==> config.mk <==
export PLATFORM = sky130hd
export DESIGN_NAME = sfrd_core
export DESIGN_NICKNAME = d
export VERILOG_FILES = /design/src/verilog/sfrd_pkg.sv /design/src/verilog/sfrd_xsteer.sv /design/src/verilog/sfrd_core.sv
export SDC_FILE = /design/constraint.sdc
export NUM_CORES = 1
export LEC_CHECK = 0
export ABC_AREA = 1
export BUFFER_PORTS_ARGS = -buffer_cell sky130_fd_sc_hd__buf_2
export CAP_MARGIN = 5
export CORE_MARGIN = 5
export CORE_UTILIZATION = 40
export DETAILED_ROUTE_END_ITERATION = 7
export PLACE_DENSITY = 0.7
export SLEW_MARGIN = 20
export SYNTH_ARGS = -nofsm -noshare
export SYNTH_HDL_FRONTEND = slang
export SYNTH_HIERARCHICAL = 1
export SYNTH_SLANG_ARGS = --single-unit
==> constraint.sdc <==
create_clock -name mclk -period 2 [get_ports mclk]
set_input_delay 0 -clock mclk [delete_from_list [all_inputs] [get_ports mclk]]
set_output_delay 0 -clock mclk [all_outputs]
set_load 0.01 [all_outputs]
==> src/verilog/sfrd_pkg.sv <==
package sfrd_pkg;
	localparam logic [7:0] SFRD_SFR_BASE = 8'h80;
	localparam logic [7:0] SFRD_EMC_ADDR = 8'h85;
	localparam logic [7:0] SFRD_PSEL_ADDR = 8'haa;
	localparam int SFRD_FAE_BIT = 6;
	localparam int SFRD_PG_W = 5;
	localparam logic [5:0] SFRD_EMC_FIXED = 6'h03;
	localparam logic SFRD_FAE_RST = 1'b0;
	localparam logic [4:0] SFRD_PG_RST = 5'h00;
	localparam logic [2:0] SFRD_BITADDR_LOW = 3'h0;
	localparam logic [15:0] SFRD_FIFO_LO = 16'h0400;
	localparam logic [15:0] SFRD_FIFO_HI = 16'h07ff;
	localparam logic [7:0] SFRD_FREE0 = 8'hab;
	localparam logic [7:0] SFRD_FREE1 = 8'had;
	localparam logic [7:0] SFRD_FREE2 = 8'hbf;
	localparam logic [7:0] SFRD_FREE3 = 8'hce;
	localparam logic [7:0] SFRD_FREE4 = 8'hdf;

	typedef struct packed {
		logic [7:0] addr;
		logic we;
		logic bitop;
		logic [2:0] bitpos;
		logic [7:0] wdata;
	} sfrd_dir_t;

	typedef struct packed {
		logic wide;
		logic [15:0] addr;
		logic we;
		logic [7:0] wdata;
	} sfrd_xm_t;

	typedef struct packed {
		logic [15:0] addr;
		logic we;
		logic [7:0] wdata;
	} sfrd_mem_t;
endpackage

==> src/verilog/sfrd_xsteer.sv <==
`timescale 1ns/1ps
module sfrd_xsteer (
	input wire logic mclk,
	input wire logic nrst,
	input wire logic xm_req,
	input wire sfrd_pkg::sfrd_xm_t xm,
	input wire logic fae,
	input wire logic [sfrd_pkg::SFRD_PG_W-1:0] page,
	output logic xram_req_q,
	output logic fifo_req_q,
	output sfrd_pkg::sfrd_mem_t mem_q
);
	import sfrd_pkg::*;

	wire [15:0] full_addr;
	wire in_window;
	wire to_fifo;

	// short operand takes its high byte from the page register
	assign full_addr = xm.wide ? xm.addr : {{(8-SFRD_PG_W){1'b0}}, page, xm.addr[7:0]};
	assign in_window = (full_addr >= SFRD_FIFO_LO) && (full_addr <= SFRD_FIFO_HI);
	// fifo replaces xram in the window only while enabled
	assign to_fifo = fae && in_window;

	always_ff @(posedge mclk or negedge nrst) begin
		if (!nrst) begin
			xram_req_q <= 1'b0;
			fifo_req_q <= 1'b0;
			mem_q <= '0;
		end else begin
			xram_req_q <= xm_req && !to_fifo;
			fifo_req_q <= xm_req && to_fifo;
			if (xm_req) begin
				mem_q <= '{addr: full_addr, we: xm.we, wdata: xm.wdata};
			end
		end
	end

	AST_FIFO_NEEDS_FAE: assert property (@(posedge mclk) disable iff (!nrst)
		fifo_req_q |-> $past(fae)) else $error("fifo reached while access enable clear");
	AST_FIFO_WINDOW: assert property (@(posedge mclk) disable iff (!nrst)
		(xm_req && fae && in_window) |=> (fifo_req_q && !xram_req_q && mem_q.addr[15:10] == 6'h01))
		else $error("window access not steered to fifo");
	AST_XRAM_HIDDEN: assert property (@(posedge mclk) disable iff (!nrst)
		xram_req_q |-> !($past(fae) && mem_q.addr >= SFRD_FIFO_LO && mem_q.addr <= SFRD_FIFO_HI))
		else $error("xram reached inside fifo window");
	AST_PAGE_HIGH: assert property (@(posedge mclk) disable iff (!nrst)
		(xm_req && !xm.wide) |=> mem_q.addr[15:8] == {3'h0, $past(page)})
		else $error("short operand high byte not from page");
	COV_FIFO: cover property (@(posedge mclk) disable iff (!nrst) fifo_req_q);
	COV_PAGED: cover property (@(posedge mclk) disable iff (!nrst) xm_req && !xm.wide && page != 5'h00);
endmodule

==> src/verilog/sfrd_core.sv <==
`timescale 1ns/1ps
// How it works
// with fifo access enable clear, no external move reaches the fifo ram.
// with enable set, fifo ram appears at 0x0400 to 0x07ff.
// software uses the fifo window only with usb clock at least twice system clock.
// config register at 0x85; bit 6 is writable enable, resets to 0.
// config bit 7 reads 0; writes to it are ignored.
// config bits 5..0 read 000011b; writes have no effect.
// direct access to 0x80..0xff goes to the register space, not data ram.
// addresses ending 0x0 or 0x8 allow bit operations; others byte only.
// software avoids unoccupied register addresses.
// page select register decoded at 0xaa.
// short-operand external move takes high address byte from page select.
// with enable set, xram in the fifo window is unreachable.
// unoccupied addresses read zero and discard writes.
module sfrd_core (
	input wire logic mclk,
	input wire logic nrst,
	input wire logic dir_req,
	input wire sfrd_pkg::sfrd_dir_t dir,
	output logic iram_sel,
	output logic per_req,
	input wire logic [7:0] per_rdata,
	output logic rd_valid_q,
	output logic [7:0] rdata_q,
	output logic bit_refused_q,
	input wire logic xm_req,
	input wire sfrd_pkg::sfrd_xm_t xm,
	output logic xram_req_q,
	output logic fifo_req_q,
	output sfrd_pkg::sfrd_mem_t mem_q,
	output logic fifo_access_enable
);
	import sfrd_pkg::*;

	function automatic logic sfrd_occupied(input logic [7:0] a);
		sfrd_occupied = a[7] && a != SFRD_FREE0 && a != SFRD_FREE1 && a != SFRD_FREE2
			&& a != SFRD_FREE3 && a != SFRD_FREE4;
	endfunction

	logic fae_q;
	logic [SFRD_PG_W-1:0] pg_q;
	logic [7:0] rdata_d;

	wire is_sfr;
	wire bit_ok;
	wire bit_bad;
	wire hit_emc;
	wire hit_psel;
	wire occupied;
	wire wr_emc;
	wire wr_psel;
	wire [7:0] emc_view;
	wire [7:0] psel_view;

	// upper half of direct space is register space
	assign is_sfr = dir.addr[7];
	assign iram_sel = dir_req && !is_sfr;
	assign bit_ok = dir.addr[2:0] == SFRD_BITADDR_LOW;
	assign bit_bad = dir_req && is_sfr && dir.bitop && !bit_ok;
	assign hit_emc = dir.addr == SFRD_EMC_ADDR;
	assign hit_psel = dir.addr == SFRD_PSEL_ADDR;
	assign occupied = sfrd_occupied(dir.addr);
	// own registers are not bit-addressable, so bit operations on them are refused
	assign wr_emc = dir_req && dir.we && !dir.bitop && hit_emc;
	assign wr_psel = dir_req && dir.we && !dir.bitop && hit_psel;
	assign per_req = dir_req && occupied && !hit_emc && !hit_psel && !bit_bad;
	assign emc_view = {1'b0, fae_q, SFRD_EMC_FIXED};
	assign psel_view = {{(8-SFRD_PG_W){1'b0}}, pg_q};
	assign fifo_access_enable = fae_q;

	always_comb begin
		rdata_d = 8'h00;
		if (hit_emc) begin
			rdata_d = emc_view;
		end else if (hit_psel) begin
			rdata_d = psel_view;
		end else if (occupied && !bit_bad) begin
			rdata_d = per_rdata;
		end
	end

	always_ff @(posedge mclk or negedge nrst) begin
		if (!nrst) begin
			fae_q <= SFRD_FAE_RST;
			pg_q <= SFRD_PG_RST;
		end else begin
			if (wr_emc) begin
				fae_q <= dir.wdata[SFRD_FAE_BIT];
			end
			if (wr_psel) begin
				pg_q <= dir.wdata[SFRD_PG_W-1:0];
			end
		end
	end

	always_ff @(posedge mclk or negedge nrst) begin
		if (!nrst) begin
			rd_valid_q <= 1'b0;
			rdata_q <= 8'h00;
			bit_refused_q <= 1'b0;
		end else begin
			rd_valid_q <= dir_req && is_sfr && !dir.we;
			bit_refused_q <= bit_bad;
			if (dir_req && is_sfr && !dir.we) begin
				rdata_q <= rdata_d;
			end
		end
	end

	sfrd_xsteer u_xsteer (
		.mclk(mclk),
		.nrst(nrst),
		.xm_req(xm_req),
		.xm(xm),
		.fae(fae_q),
		.page(pg_q),
		.xram_req_q(xram_req_q),
		.fifo_req_q(fifo_req_q),
		.mem_q(mem_q)
	);

	AST_SFR_NOT_IRAM: assert property (@(posedge mclk) disable iff (!nrst)
		(dir_req && dir.addr >= SFRD_SFR_BASE) |-> !iram_sel) else $error("register access sent to data ram");
	AST_EMC_READ: assert property (@(posedge mclk) disable iff (!nrst)
		(dir_req && !dir.we && hit_emc) |=> (rd_valid_q && rdata_q[7] == 1'b0 && rdata_q[6] == fae_q))
		else $error("config bit 7 or enable misread");
	AST_EMC_FIXED: assert property (@(posedge mclk) disable iff (!nrst)
		(dir_req && !dir.we && hit_emc) |=> rdata_q[5:0] == 6'b000011) else $error("config low bits wrong");
	AST_FAE_WRITE: assert property (@(posedge mclk) disable iff (!nrst)
		(dir_req && dir.we && !dir.bitop && hit_emc) |=> fae_q == $past(dir.wdata[6]))
		else $error("enable bit not written");
	AST_PSEL_WRITE: assert property (@(posedge mclk) disable iff (!nrst)
		(dir_req && dir.we && !dir.bitop && hit_psel) ##1 (dir_req && !dir.we && hit_psel)
		|=> rdata_q == {3'h0, $past(dir.wdata[4:0], 2)}) else $error("page select readback wrong");
	AST_FREE_ZERO: assert property (@(posedge mclk) disable iff (!nrst)
		(dir_req && !dir.we && is_sfr && !occupied) |=> (rdata_q == 8'h00 && !$past(per_req)))
		else $error("unoccupied address not zero");
	AST_BIT_REFUSE: assert property (@(posedge mclk) disable iff (!nrst)
		(dir_req && is_sfr && dir.bitop) |=> bit_refused_q == ($past(dir.addr[2:0]) != 3'h0))
		else $error("bit operation acceptance wrong");
	AST_FAE_RESET: assert property (@(posedge mclk)
		$rose(nrst) |-> !fae_q) else $error("enable not zero after reset");
	AST_IRAM_LOW: assert property (@(posedge mclk) disable iff (!nrst)
		(dir_req && !dir.addr[7]) |-> (iram_sel && !per_req))
		else $error("data ram access sent to register space");
	AST_OWN_NO_PER: assert property (@(posedge mclk) disable iff (!nrst)
		(dir_req && (hit_emc || hit_psel)) |-> !per_req)
		else $error("own register access passed to peripherals");
	AST_BITOP_NO_WRITE: assert property (@(posedge mclk) disable iff (!nrst)
		(dir_req && dir.we && dir.bitop && (hit_emc || hit_psel)) |=> ($stable(fae_q) && $stable(pg_q)))
		else $error("refused bit operation changed a register");
	AST_PSEL_TOP_ZERO: assert property (@(posedge mclk) disable iff (!nrst)
		(dir_req && !dir.we && hit_psel) |=> rdata_q[7:5] == 3'h0)
		else $error("page select top bits not zero");
	COV_FAE_SET: cover property (@(posedge mclk) disable iff (!nrst) $rose(fae_q));
	COV_BIT_OP: cover property (@(posedge mclk) disable iff (!nrst) dir_req && dir.bitop && bit_ok && per_req);
	COV_FREE_READ: cover property (@(posedge mclk) disable iff (!nrst) dir_req && is_sfr && !occupied);
endmodule

# == After elaboration in Yosys (flattened, before gate mapping) ==
# Cells that the tools add are included.
# Widths: inputs -> output; s select.
# totals
ff_bits,43
inputBits,59
out_inout_bits,40
wordCells,55
# op_classes
n_lt_le_gt_ge,2
eq_ne,7
muxes,4
n_reduce_logical,32
# op_table
operator,count
$ne 8x8->1 const B,5
$mux 8,3
$logic_and 1x1->1,23
$eq 8x8->1 const B,2
$ge 16x11->1 const B,1
$le 16x11->1 const B,1
$mux 16,1
$logic_not 1->1,8
$logic_not 3->1,1

# == Longest topological paths before layout ==
# depth
ltp_word,10
depth_mapped,10
mapped_depth_nobuf,10

# == Cells and area by module ==
# Netlist, hierarchy kept.
# by_module_without_submodules
module,n_inst,cells_per_inst,area_per_inst_um2,seq_area_each_um2
sfrd_xsteer,1,128,1126.1,675.6
sfrd_core,1,129,980.9,400.4

# == Worst setup path after synthesis ==
# No wires, ideal clock.
# synth_path
path_kind,reg-to-reg
start,register fae_q (netlist: fifo_access_enable)
end,register u_xsteer.xram_req_q
setup_ns,0.119
t_arrival_ns,0.745
t_required_ns,1.881
setup_slack_ns,1.135
stages_incl_launch_ff,6
n_path_buf,0
synth_period_minus_slack_ns,0.865
cell_sequence,dfrtp_1 nand2_1 nor2_2 nand2_2 nor2_2 nor2_2
# synth_via
elab_chain_cells,3
# synth_rtl
item,line_no,source
"start, declared",sfrd_core.sv:41,logic fae_q;
"start signal, assigned",sfrd_core.sv:89,fae_q <= dir.wdata[SFRD_FAE_BIT];
$logic_and 1x1->1,sfrd_xsteer.sv:23,assign to_fifo = fae && in_window;
$logic_not 1->1,sfrd_xsteer.sv:31,xram_req_q <= xm_req && !to_fifo;
$logic_and 1x1->1,sfrd_xsteer.sv:31,
"end signal, assigned",sfrd_xsteer.sv:31,
"end, declared",sfrd_xsteer.sv:9,"output logic xram_req_q,"
# Every way passes these cells.
# A chain may end at the register's enable or synchronous reset.

# == Worst setup path after layout ==
# layout_path
start,input dir[12] (netlist bit)
end,register rdata_q[0]
# layout_via
elab_chain_cells,2
# layout_rtl
item,line_no,source
"start, declared",sfrd_core.sv:20,"input wire sfrd_pkg::sfrd_dir_t dir,"
$logic_not 1->1,sfrd_core.sv:105,if (dir_req && is_sfr && !dir.we) begin
$logic_and 1x1->1,sfrd_core.sv:105,
"end signal, assigned",sfrd_core.sv:106,rdata_q <= rdata_d;
"end, declared",sfrd_core.sv:25,"output logic [7:0] rdata_q,"
# Every way passes these cells.

==> summary.txt <==
Status: finished clean
Most used standard cells in the synthesized netlist: 102 x sky130_fd_sc_hd__nand2_1, 43 x sky130_fd_sc_hd__dfrtp_1, 19 x sky130_fd_sc_hd__inv_1, 19 x sky130_fd_sc_hd__nor2_1, 9 x sky130_fd_sc_hd__nor2_2
Vias in the first global route: 1954
Basic-gate share of the synthesized area counting and, or, nand and nor cells: 32.36%
Critical Path End Type: register
Sequential element share of the synthesized area: 51.07%
Clock transition at the registers of the reported paths: 70 ps
Count of clock tree sinks: 43
Flop and latch count out of synthesis: 43
Synthesized instance count: 257
Mux contribution to synthesized area: 3.563%
Number of H-tree levels: 2
Final Hold Violating Endpoints: 0
Final setup violation count: 0
Uppermost layer routed: met4
Leading post-synthesis cells by cell area: sky130_fd_sc_hd__dfrtp_1 51%, sky130_fd_sc_hd__nand2_1 18%, sky130_fd_sc_hd__mux2_4 3.6%
Worst hold slack across all endpoints: 10.48 ps
Compound-cell area share of the yosys netlist: 5.879%
Placed inst area: 2618 µm²
Number of distinct library cell variants in the gate-level netlist after synthesis: 26
Ratio of cells with drive above 1 in the final layout: 36.20%
Die footprint: 6819 µm²
Count of flip-flops with a built-in enable after synthesis: 0
Initial Utilization: 41.25%
Number of gates resized after cts: 0
Maximum operating frequency: 0.8161 GHz
Xor/xnor cell area share of the yosys netlist: 0%
Synth Cell Area: 2107 µm²
Setup repair after global routing missed its margin: no
FILL cells: 485
Final worst path period share: 61.27%
Layout Skew: 1.870 ps
Largest delay contributor family on the critical path: buffers and inverters
Post-detailed-route DRC marker count: 0
Die H: 82.58 µm
Total length of routed met3 wires: 461 µm
Metal1 wirelength: 2.247 mm
Yosys top cell area share: 51.07%
Clock tree from TritonCTS: built
Via Count: 2007
# port buffers: 93
NumNets Final: 443
Flop2flop setup slack: 1060 ps
Adder and majority gate portion of the synthesized area: 0%
Leakage: 1.722 nW
Post-CTS Setup Inserts: 0
Worst endpoint required time: 2180 ps
Yosys Warn Count: 6
Post-DP HPWL: 3.875 mm
Post-synthesis average cell area: 8.199 µm²
Diodes inserted: 0
Routability congestion estimate: 0.8316
Minimum clock period: 1225 ps
Clk buf depth: 2
Async set or reset register ratio after synthesis: 100.0%
Detailed-routed wire length on met2: 2.798 mm
Main combinational cell family by area after synthesis: simple AND/OR/NAND/NOR gates
Most area-hungry cell type in the Yosys netlist: sky130_fd_sc_hd__dfrtp_1
Number of optimization iterations in the first detailed-route pass: 4
Worst min-delay path category: input port to register
Total congestion overflow: 0
Synth-to-layout area growth: 44.06%
Ratio of total power to cell area: 636.8 nW/µm²
Skew-Pair Late Insertion Delay: 290 ps
Horizontal extent of the die: 82.58 µm
Final core utilization: 59.43%
Setup TNS: 0 ps
Number of antenna violations at the first check in global routing: 0
Fin. max-slew vios: 0
List of cells traversed by the critical path: dlygate4sd3_1 -> buf_2 -> nor2_2 -> nand2_1 -> a21oi_1 -> a21oi_2
Critical path startpoint category: input port
Post-Syn Nets: 316
Pin count of the biggest net entering global routing: 44
Cell row count: 26
Transition time of the tightest slew-check pin: 529.8 ps
Vias/cell: 4.421
Most repeated cell in the gate-level netlist after synthesis: sky130_fd_sc_hd__nand2_1
Final standard cell area without fillers: 3035 µm²
Critical Path Max Stage Delay: 530 ps
Most used DFF post-synth: sky130_fd_sc_hd__dfrtp_1
Routed wire per std cell: 12.28 µm
Initial drt markers: 34
Data arrival time of the critical path: 1400 ps
Number of hold-repair buffers added at the cts stage: 33
Core footprint: 5107 µm²
Worst-case headroom to the max-slew limit: 64.63%
Buffers plus inverters on the worst setup path: 2
Number of clock buffers inserted by TritonCTS: 5
Worst Setup Path Type: input port to register
Maximum VDD drop: 0.2587 mV
Wire length of the first global-routing pass: 8.652 mm
Max Cap Violations: 0
Top fanout value on the critical path: 7
Routed wire length: 5.573 mm
DRT antenna net count: 0
I/O pin count: 99
Root buffer cell: sky130_fd_sc_hd__clkbuf_8
CP max stage cell: sky130_fd_sc_hd__dlygate4sd3_1
GRT Util Overall: 16.76%
==> kinds of logic after synthesis <==
| kind of cell | after synthesis |
|---|---|
| and+or+nand+nor | 155 |
| DFF | 43 |
| buffers and inverters | 33 |
| AOI/OAI and AO/OA | 21 |
| muxes | 5 |
==> sequential cells by signal (all words and copies together) (netlist names) <==
signal,flops
rdata_q,8
u_xsteer/mem_q,25
fifo_access_enable,1
u_xsteer/xram_req_q,1
rd_valid_q,1
pg_q,5
bit_refused_q,1
u_xsteer/fifo_req_q,1
==> through the flow <==
stage / instances / power, mW / setup WS (ps)
after floorplan: 257 / 1.177 / 1135
after global placement: 414 / 1.348 / 746.3
after detailed placement: 414 / 1.358 / 738.3
after CTS: 454 / 1.953 / 771.4
after global routing: 454 / 2.050 / 669.3
final: 454 / 1.933 / 774.7
==> tightest hold or removal path, cell delays in order <==
cell and delay, ps:
sky130_fd_sc_hd__buf_2 100, sky130_fd_sc_hd__nand2_1 80, sky130_fd_sc_hd__o21ai_0 70
==> cell type report <==
class / instances / area [µm²] / area share [%]
flip-flops and latches: 43 / 1076 / 35.45
multi-input cells: 181 / 880.8 / 29.02
repair buffers: 127 / 803.3 / 26.46
inverters: 26 / 100.1 / 3.298
well taps: 70 / 87.58 / 2.885
clock buffers: 6 / 82.58 / 2.721
clock inverters: 1 / 5.005 / 0.1649
==> layer usage <==
metal  track usage [%]  vias up
met2             30.93       75
met4             5.392        0
met5                 0        -
li1                  -     1044
met3             3.362        7
met1             19.26      881
==> final timing paths <==
check	startpoint	end	depth (start not counted)
worst max-delay path	dir[12]	rdata_q[0]	6
worst min-delay path	xm[24]	u_xsteer/mem_q[24]	3
worst max register to register	pg_q[4]	u_xsteer/xram_req_q	4
worst min register to register	u_xsteer/mem_q[16]	u_xsteer/mem_q[16]	2
max in group asynchronous	nrst	rdata_q[3]	3
min in group asynchronous	nrst	u_xsteer/mem_q[20]	3
==> where the power goes <==
group	internal (mW)	leakage (nW)	total, mW	switching, mW
sequential	0.941	0.541	0.979	0.0376
clock	0.271	0.0470	0.543	0.272
combinational	0.190	1.13	0.411	0.220
total	1.40	1.72	1.93	0.530
==> cells in the final DEF (no fill, tap or decap), drive strengths merged, types with 2 or more instances in the layout <==
master	instances
a21oi	8
inv	26
nand2	111
o21ai	11
mux2	5
nor2	30
buf	94
nand3	8
nand4	3
dlygate4sd3	33
and2	2
dfrtp	43
clkbuf	6
No activity file was read; power rests on OpenSTA's default activity.
